## config.mk

```make
export PLATFORM = sky130hd
export DESIGN_NAME = psram_lp_ctrl
export DESIGN_NICKNAME = d
export VERILOG_FILES = /design/src/psram_lp_pkg.sv /design/src/psram_lp_if.sv /design/src/refresh_timer.sv /design/src/strobe_watch.sv /design/src/psram_lp_ctrl.sv
export VERILOG_INCLUDE_DIRS = /design/src
export SDC_FILE = /design/constraint.sdc
export NUM_CORES = 1
export LEC_CHECK = 0
export BUFFER_PORTS_ARGS = -buffer_cell sky130_fd_sc_hd__buf_2
export CAP_MARGIN = 30
export CORE_MARGIN = 1
export CORE_UTILIZATION = 45
export CTS_CLUSTER_SIZE = 8
export DETAILED_ROUTE_END_ITERATION = 16
export PLACE_DENSITY = 0.7
export SYNTH_ARGS = -nofsm -noshare
export SYNTH_HDL_FRONTEND = slang
export SYNTH_SLANG_ARGS = --single-unit
```

## constraint.sdc

```tcl
create_clock -name pclk -period 2.4 [get_ports pclk]
set_input_delay 0.48 -clock pclk [delete_from_list [all_inputs] [get_ports pclk]]
set_output_delay 0.48 -clock pclk [all_outputs]
set_load 0.03 [all_outputs]
```

## src/psram_lp_map.svh

```systemverilog
// register map, field positions, control reset value and timings in nanoseconds of the low-power control block
`ifndef PSRAM_LP_MAP_SVH
`define PSRAM_LP_MAP_SVH

// ****************************************************************
// register offsets
// ****************************************************************
`define LP_CTRL_OFS 12'h000
`define LP_STATUS_OFS 12'h004
`define LP_LOST_OFS 12'h008
`define LP_RCOUNT_OFS 12'h00C

// ****************************************************************
// control field positions and reset value
// ****************************************************************
`define LP_CTRL_EN_BIT 0
`define LP_CTRL_TOP_BIT 1
`define LP_CTRL_SEL_LSB 2
`define LP_CTRL_DRV_LSB 4
`define LP_CTRL_RESET 6'h00

// ****************************************************************
// status field positions
// ****************************************************************
`define LP_STAT_EXEC_BIT 0
`define LP_STAT_COLD_BIT 1
`define LP_STAT_HELD_BIT 2
`define LP_STAT_LOST_LSB 4

// ****************************************************************
// timing
// ****************************************************************
`define LP_PCLK_NS 40
`define LP_STROBE_MAX_NS 500
`define LP_REFRESH_HOT_NS 7800
`define LP_REFRESH_COLD_NS 31200

`endif

```

## src/psram_lp_pkg.sv

```systemverilog
// types shared by the low-power control block
`default_nettype none
package psram_lp_pkg;

  // retained region size selection
  typedef enum logic [1:0] {
    RET_FULL = 2'h0,
    RET_THREE_Q = 2'h1,
    RET_HALF = 2'h2,
    RET_ONE_Q = 2'h3
  } ret_sel_e;

  // output driver strength selection
  typedef enum logic [1:0] {
    DRV_FULL = 2'h0,
    DRV_HALF = 2'h1,
    DRV_QUARTER = 2'h2
  } drv_sel_e;

  // operating state of the refresh control
  typedef enum logic [1:0] {
    ST_NORMAL = 2'b01,
    ST_PAR_EXEC = 2'b10
  } lp_state_e;

endpackage
`default_nettype wire

```

## src/psram_lp_if.sv

```systemverilog
// carrier between the control core, the refresh timer and the strobe watcher
`default_nettype none
interface psram_lp_if;
  logic ce;
  logic cold;
  logic tick;
  logic strobe_n;
  logic strobe_held;

  modport tmr (input ce, input cold, output tick);
  modport stb (input ce, input strobe_n, output strobe_held);
  modport ctl (output ce, output cold, output strobe_n, input tick, input strobe_held);
endinterface
`default_nettype wire

```

## src/refresh_timer.sv

```systemverilog
// self-refresh interval timer with a temperature-dependent period
`include "psram_lp_map.svh"
`default_nettype none
module refresh_timer #(
  parameter int HOT_CYC = `LP_REFRESH_HOT_NS / `LP_PCLK_NS,
  parameter int COLD_CYC = `LP_REFRESH_COLD_NS / `LP_PCLK_NS
) (
  input wire logic pclk,
  input wire logic presetn,
  psram_lp_if.tmr lp
);
  logic [15:0] cnt_r;
  logic tick_r;

  // reload with the long period when cool, the worst-case period otherwise
  always_ff @(posedge pclk or negedge presetn) begin
    if (!presetn) begin
      cnt_r <= 16'h0000;
      tick_r <= 1'b0;
    end else if (lp.ce) begin
      tick_r <= (cnt_r == 16'h0000);
      if (cnt_r == 16'h0000) begin
        cnt_r <= lp.cold ? 16'(COLD_CYC - 1) : 16'(HOT_CYC - 1);
      end else begin
        cnt_r <= cnt_r - 16'h0001;
      end
    end
  end

  assign lp.tick = tick_r & lp.ce;
endmodule
`default_nettype wire

```

## src/strobe_watch.sv

```systemverilog
// measures how long the mode strobe stays low
`include "psram_lp_map.svh"
`default_nettype none
module strobe_watch #(
  parameter int HOLD_CYC = `LP_STROBE_MAX_NS / `LP_PCLK_NS
) (
  input wire logic pclk,
  input wire logic presetn,
  psram_lp_if.stb lp
);
  logic [7:0] low_cnt_r;

  // count low cycles, saturate at the limit, restart when the pin rises
  always_ff @(posedge pclk or negedge presetn) begin
    if (!presetn) begin
      low_cnt_r <= 8'h00;
    end else if (lp.ce) begin
      if (lp.strobe_n) begin
        low_cnt_r <= 8'h00;
      end else if (low_cnt_r != 8'(HOLD_CYC)) begin
        low_cnt_r <= low_cnt_r + 8'h01;
      end
    end
  end

  // a low pulse shorter than the limit never counts as a mode request
  assign lp.strobe_held = (low_cnt_r == 8'(HOLD_CYC));
endmodule
`default_nettype wire

```

## src/psram_lp_ctrl.sv

```systemverilog
// low-power refresh control: partial array retention, self-refresh rate, drive strength
`include "psram_lp_map.svh"
`default_nettype none
module psram_lp_ctrl #(
  parameter int ADDR_W = 23,
  parameter int ROW_W = 8
) (
  input wire logic pclk,
  input wire logic presetn,
  input wire logic clk_en,
  // apb slave
  input wire logic psel,
  input wire logic penable,
  input wire logic pwrite,
  input wire logic [11:0] paddr,
  input wire logic [31:0] pwdata,
  output logic [31:0] prdata,
  output logic pready,
  output logic pslverr,
  // pins and array side
  input wire logic mode_set_strobe_n,
  input wire logic temp_below_40,
  input wire logic access_valid,
  input wire logic [ADDR_W-1:0] access_addr,
  output logic access_retained,
  output logic par_executed,
  output logic refresh_req,
  output logic [ROW_W+1:0] refresh_row,
  output logic [1:0] drive_strength
);

  // ****************************************************************
  // helpers
  // ****************************************************************

  // true when a block lies inside the retained region
  function automatic logic block_kept(input logic [1:0] sel, input logic top, input logic [1:0] blk);
    logic [2:0] n;
    n = 3'h4;
    case (sel)
      psram_lp_pkg::RET_FULL: n = 3'h4;
      psram_lp_pkg::RET_THREE_Q: n = 3'h3;
      psram_lp_pkg::RET_HALF: n = 3'h2;
      psram_lp_pkg::RET_ONE_Q: n = 3'h1;
      default: n = 3'h4;
    endcase
    // bottom keeps blocks below n, top keeps blocks from 4-n upward
    if (top) begin
      block_kept = ({1'b0, blk} >= (3'h4 - n));
    end else begin
      block_kept = ({1'b0, blk} < n);
    end
  endfunction

  // register offset match
  function automatic logic ofs_is(input logic [11:0] a, input logic [11:0] ofs);
    ofs_is = (a == ofs);
  endfunction

  // ****************************************************************
  // sub-blocks
  // ****************************************************************
  psram_lp_if lp ();

  assign lp.ce = clk_en;
  assign lp.cold = temp_below_40;
  assign lp.strobe_n = mode_set_strobe_n;

  refresh_timer u_timer (
    .pclk(pclk),
    .presetn(presetn),
    .lp(lp)
  );

  strobe_watch u_strobe (
    .pclk(pclk),
    .presetn(presetn),
    .lp(lp)
  );

  // ****************************************************************
  // register file
  // ****************************************************************
  logic ctrl_en_r;
  logic ctrl_top_r;
  logic [1:0] ctrl_sel_r;
  logic [1:0] ctrl_drv_r;
  logic [3:0] lost_r;
  logic [3:0] lost_nxt;
  logic [15:0] rcount_r;
  logic [31:0] prdata_r;
  logic pslverr_r;
  logic wr_en;
  logic rd_en;
  logic mapped;
  logic [5:0] ctrl_rst;
  logic [31:0] status_word;

  assign ctrl_rst = `LP_CTRL_RESET;

  // transfer completes in its first access cycle unless clock enable is low
  assign pready = clk_en;
  assign wr_en = psel & penable & pwrite & clk_en;
  assign rd_en = psel & penable & ~pwrite & clk_en;
  assign mapped = ofs_is(paddr, `LP_CTRL_OFS) | ofs_is(paddr, `LP_STATUS_OFS) |
                  ofs_is(paddr, `LP_LOST_OFS) | ofs_is(paddr, `LP_RCOUNT_OFS);

  // control register: enable, anchor, size and drive strength
  always_ff @(posedge pclk or negedge presetn) begin
    if (!presetn) begin
      ctrl_en_r <= ctrl_rst[`LP_CTRL_EN_BIT];
      ctrl_top_r <= ctrl_rst[`LP_CTRL_TOP_BIT];
      ctrl_sel_r <= ctrl_rst[`LP_CTRL_SEL_LSB +: 2];
      ctrl_drv_r <= ctrl_rst[`LP_CTRL_DRV_LSB +: 2];
    end else if (wr_en && ofs_is(paddr, `LP_CTRL_OFS)) begin
      ctrl_en_r <= pwdata[`LP_CTRL_EN_BIT];
      ctrl_top_r <= pwdata[`LP_CTRL_TOP_BIT];
      ctrl_sel_r <= pwdata[`LP_CTRL_SEL_LSB +: 2];
      ctrl_drv_r <= pwdata[`LP_CTRL_DRV_LSB +: 2];
    end
  end

  // ****************************************************************
  // operating state
  // ****************************************************************
  psram_lp_pkg::lp_state_e state_r;
  psram_lp_pkg::lp_state_e state_nxt;

  // retention starts only when enabled and the strobe stays low past the limit
  always_comb begin
    state_nxt = state_r;
    case (state_r)
      psram_lp_pkg::ST_NORMAL: begin
        // the pin must still be low: a pulse that ends at the limit is an ordinary access
        if (ctrl_en_r && lp.strobe_held && !mode_set_strobe_n) begin
          state_nxt = psram_lp_pkg::ST_PAR_EXEC;
        end
      end
      psram_lp_pkg::ST_PAR_EXEC: begin
        if (mode_set_strobe_n) begin
          state_nxt = psram_lp_pkg::ST_NORMAL;
        end
      end
      default: state_nxt = psram_lp_pkg::ST_NORMAL;
    endcase
  end

  // state register
  always_ff @(posedge pclk or negedge presetn) begin
    if (!presetn) begin
      state_r <= psram_lp_pkg::ST_NORMAL;
    end else if (clk_en) begin
      state_r <= state_nxt;
    end
  end

  // ****************************************************************
  // refresh walker
  // ****************************************************************
  logic [ROW_W+1:0] walk_r;
  logic walk_kept;
  logic exec;
  logic refresh_req_r;
  logic [ROW_W+1:0] refresh_row_r;

  assign exec = (state_r == psram_lp_pkg::ST_PAR_EXEC);

  // top two bits of the walk index name one of four equal blocks
  assign walk_kept = !exec || block_kept(ctrl_sel_r, ctrl_top_r, walk_r[ROW_W +: 2]);

  // step one row per tick; rows of dropped blocks get no refresh
  always_ff @(posedge pclk or negedge presetn) begin
    if (!presetn) begin
      walk_r <= '0;
      refresh_req_r <= 1'b0;
      refresh_row_r <= '0;
    end else if (clk_en) begin
      refresh_req_r <= lp.tick & walk_kept;
      if (lp.tick) begin
        refresh_row_r <= walk_r;
        walk_r <= walk_r + 1'b1;
      end
    end
  end

  // count issued refreshes for software
  always_ff @(posedge pclk or negedge presetn) begin
    if (!presetn) begin
      rcount_r <= 16'h0000;
    end else if (clk_en && refresh_req_r) begin
      rcount_r <= rcount_r + 16'h0001;
    end
  end

  // ****************************************************************
  // lost-contents flags
  // ****************************************************************

  // a skipped refresh marks its block lost; write one clears, a new loss wins
  always_comb begin
    lost_nxt = lost_r;
    if (wr_en && ofs_is(paddr, `LP_LOST_OFS)) begin
      lost_nxt = lost_r & ~pwdata[3:0];
    end
    if (lp.tick && !walk_kept) begin
      lost_nxt[walk_r[ROW_W +: 2]] = 1'b1;
    end
  end

  // lost flags register
  always_ff @(posedge pclk or negedge presetn) begin
    if (!presetn) begin
      lost_r <= 4'h0;
    end else if (clk_en) begin
      lost_r <= lost_nxt;
    end
  end

  // ****************************************************************
  // access qualification
  // ****************************************************************
  logic access_retained_r;

  // a normal access anywhere is fine; flag whether its block is still retained
  always_ff @(posedge pclk or negedge presetn) begin
    if (!presetn) begin
      access_retained_r <= 1'b0;
    end else if (clk_en && access_valid) begin
      access_retained_r <= ~lost_r[access_addr[ADDR_W-1 -: 2]];
    end
  end

  // ****************************************************************
  // read path
  // ****************************************************************
  always_comb begin
    status_word = 32'h0000_0000;
    status_word[`LP_STAT_EXEC_BIT] = exec;
    status_word[`LP_STAT_COLD_BIT] = temp_below_40;
    status_word[`LP_STAT_HELD_BIT] = lp.strobe_held;
    status_word[`LP_STAT_LOST_LSB +: 4] = lost_r;
  end

  // read data and error register, unmapped offsets answer with an error
  always_ff @(posedge pclk or negedge presetn) begin
    if (!presetn) begin
      prdata_r <= 32'h0000_0000;
      pslverr_r <= 1'b0;
    end else if (clk_en) begin
      pslverr_r <= psel & ~penable & ~mapped;
      prdata_r <= 32'h0000_0000;
      if (psel && !penable && !pwrite) begin
        if (ofs_is(paddr, `LP_CTRL_OFS)) begin
          prdata_r <= {26'h0000000, ctrl_drv_r, ctrl_sel_r, ctrl_top_r, ctrl_en_r};
        end else if (ofs_is(paddr, `LP_STATUS_OFS)) begin
          prdata_r <= status_word;
        end else if (ofs_is(paddr, `LP_LOST_OFS)) begin
          prdata_r <= {28'h0000000, lost_r};
        end else if (ofs_is(paddr, `LP_RCOUNT_OFS)) begin
          prdata_r <= {16'h0000, rcount_r};
        end
      end
    end
  end

  assign prdata = rd_en ? prdata_r : 32'h0000_0000;
  assign pslverr = psel & penable & pslverr_r;

  // ****************************************************************
  // outputs
  // ****************************************************************
  logic [1:0] drive_r;

  // reserved drive code falls back to full drive
  always_ff @(posedge pclk or negedge presetn) begin
    if (!presetn) begin
      drive_r <= psram_lp_pkg::DRV_FULL;
    end else if (clk_en) begin
      if (ctrl_drv_r == 2'h3) begin
        drive_r <= psram_lp_pkg::DRV_FULL;
      end else begin
        drive_r <= ctrl_drv_r;
      end
    end
  end

  assign drive_strength = drive_r;
  assign par_executed = exec;
  assign refresh_req = refresh_req_r;
  assign refresh_row = refresh_row_r;
  assign access_retained = access_retained_r;

endmodule
`default_nettype wire

```

==> results.py <==
metrics = {
    "clock_tree": {
        "cts-root-buf": "clkbuf_8",
        "numClockSinks": 94,
        "h-tree-depth": 3,
        "cts_buffers": 9,
        "clk_pin_slew_ns": 0.09,
        "cts_setup_buffers": 0,
        "cts_buffer_depth": 2,
        "clock_latency_ns": 0.36,
        "cts_tree": "built",
    },
    "logic_synthesis": {
        "yosysTopAreaCellShare_pct": 47.94,
        "yosysSeqAreaShare_pct": 48.48,
        "avgSynthCellArea_um2": 10.40,
        "syn_inst": 467,
        "synth_area_leader_cell": "dfrtp_1",
        "ys.flop_type": "dfrtp_1",
        "ys_ff_latch": 94,
        "ys_types": 61,
        "synth.cell_area_mm2": 0.004855,
        "synth-edff-count": 0,
        "synth_common_cells": "93 x dfrtp_1, 37 x nor2_1, 32 x nand2_1",
        "yosys_warnings": 0,
        "synth_area_leaders": "dfrtp_1 48%, mux2_2 4.2%, xnor2_1 4.1%",
        "ys_async_sr_fraction_pct": 100.0,
        "yosysMostFrequentCell": "dfrtp_1",
    },
    "detailed_routing": {
        "route.detailed.drc": 0,
        "wl_per_cell_um": 15.12,
        "drtPass1Iterations": 4,
        "vias": 3728,
        "detail-route-antenna-nets": 0,
        "wl_um": 10250,
        "vias_per_cell": 5.499,
        "drtIter0Drc": 150,
    },
    "setup_path": {
        "slowest_delay_ns": 0.45,
        "path_common_cell": "ha_1",
        "crit_path_end_kind": "flip-flop",
        "crit_type": "reg2reg",
        "worstPathRequired_ns": 2.65,
        "crit_chain": "inv_1 -> ha_1 -> nor2_1 -> ha_1 -> nand2b_1 -> a311oi_1 -> o21ai_1 -> o41ai_2",
        "critPathSlowestCell": "dfrtp_1",
        "crit_buf_inv": 1,
        "cp-start-kind": "flip-flop",
        "r2r_slack_ns": 0.13,
        "crit_family": "compound AO/OA/AOI/OAI gates",
        "crit_arrival_ns": 2.52,
        "critical_path.max_fanout": 5,
    },
    "power_and_ir_drop": {
        "ir_worst_vdd_mv": 0.4995,
        "power_leakage_nw": 2.618,
        "combPwrFrac_pct": 19.2,
        "clkPwrFrac_pct": 27.2,
        "power_mw": 3.687,
        "internal_power_mw": 2.508,
        "p_per_area_mw_per_mm2": 669.3,
        "switching_share_pct": 31.99,
        "power_frac_seq_pct": 53.5,
        "power.switching_mw": 1.180,
    },
    "global_routing": {
        "grt_util_all_layers_pct": 19.73,
        "grt_pass1_wl_um": 17620,
        "antenna_found_initial": 0,
        "grt_pass1_vias": 3707,
        "overflow": 0,
        "grt_max_degree": 42,
    },
    "sta": {
        "slew_violations": 0,
        "report.final.setup_viol": 0,
        "post-route-period-util_pct": 94.61,
        "slew_headroom_pct": 56.86,
        "fin_crit_ns": 2.271,
        "grt_setup_unrepaired": "false",
        "worst_pin_slew_ns": 0.6455,
        "fmaxAchievable_mhz": 440.4,
        "finClkSkew_ns": 0.007369,
        "finalHoldViolCount": 0,
        "finalHoldWorstSlack_ns": 0.08114,
        "fin_tns_setup_ns": 0,
    },
    "placed_design": {
        "dp_hpwl_um": 7661,
        "placed_area_mm2": 0.005314,
        "numPortBuffers": 61,
        "place.gp.congestion": 0.8229,
    },
    "finish": {
        "nets": 626,
        "final_area_mm2": 0.005509,
        "synthToLayoutAreaGrowth_pct": 13.48,
        "n_antenna_cell": 0,
        "drive_above_1_share_pct": 22.51,
        "seq_area_mm2": 0.002354,
        "multi_input_area_mm2": 0.002301,
        "nFillCells": 941,
    },
    "die": {
        "start_util_pct": 46.81,
        "num_rows": 37,
        "dieArea_mm2": 0.01121,
        "die_h_um": 105.9,
        "die_w_um": 105.9,
        "fp.coreArea_mm2": 0.01037,
        "io_pins": 125,
    },
    "worst_hold_path": {
        "hold_class": "in2async",
    },
    "flow_run": {
        "cap_violations": 0,
    },
    "status": {
        "status": "finished clean",
    },
}
## layout make-up
type / instances / area share (%)
Tap cell: 136 / 3.089
Timing Repair Buffer: 73 / 7.449
Sequential cell: 94 / 42.72
Inverter: 23 / 1.567
Multi-Input combinational cell: 336 / 41.77
Clock buffer: 14 / 3.134
Clock inverter: 2 / 0.2725
## registers in the layout (all words and copies together) (netlist names), 2 cells and up
signal,cells
state_r,2
refresh_row,10
ctrl_drv_r,2
u_strobe.low_cnt_r,8
walk_r,10
prdata_r,16
lost_r,4
ctrl_sel_r,2
rcount_r,16
u_timer.cnt_r,16
drive_strength,2
## timing repair
item,in CTS,in global routing
hold buffers,0,0
setup endpoints to repair,0,2
endpoints found under the hold margin,0,0
resized for setup,0,2
## final timing paths
path,depth (start not counted),from,end
min reg2reg,1,prdata_r[7],prdata_r[7]
min,1,presetn,walk_r[9]
max reg2reg,8,ctrl_sel_r[0],lost_r[0]
max in group asynchronous,2,presetn,state_r[0]
max,8,ctrl_sel_r[0],lost_r[0]
min in group pclk,2,access_valid,access_retained
## metrics by stage
stage	utilization [%]	setup WS, ns	std cells
floorplan	-	0.4100	482
global placement	51.24	0.2761	662
detailed placement	51.24	0.1204	662
CTS	53.05	0.1228	678
global route	53.13	0.04015	678
finish	53.13	0.1295	678
## routing by layer
metal | track usage, % | vias to the layer above | part of all wire [%]
met5 | 0 | - | 0
met4 | 7.837 | 0 | 1.4
met3 | 3.463 | 10 | 4.1
met2 | 33.10 | 102 | 49
met1 | 25.29 | 1832 | 46
li1 | - | 1784 | -
## cell usage in the layout, fill, tap and decap left out, types with 9 or more instances in the layout
master and count:
dfrtp_1 93, buf_2 60, nor2_1 37, nand2_1 32, inv_1 23, xnor2_1 23, nand3_1 21, o21ai_0 19
mux2_2 18, conb_1 16, and2_1 14, a21oi_1 13, ha_1 13, nand4_1 12, clkbuf_8 12, buf_4 12
a22o_1 10, nor3_1 9, and3_1 9
## power groups by stage
stage	logic [mW]	registers [mW]	clock network, mW
CTS	0.715	1.97	1.04
global placement	0.695	1.99	0
global route	0.806	2.00	1.10
floorplan	0.530	1.97	0
finish	0.710	1.97	1.00
detailed placement	0.712	2.00	0
## cells by family after synthesis
group	count (synthesis)	share of synthesized area, %
multiplexers	22	5.258
AO/OA/AOI/OAI	82	11.75
XOR/XNOR	31	5.593
flip-flops	94	48.48
AND/OR/NAND/NOR	172	20.05
buffers and inverters	52	5.438
adder cells (fa/ha/maj)	13	3.351
other	1	0.07725
Power figures use the tool's default switching activity.
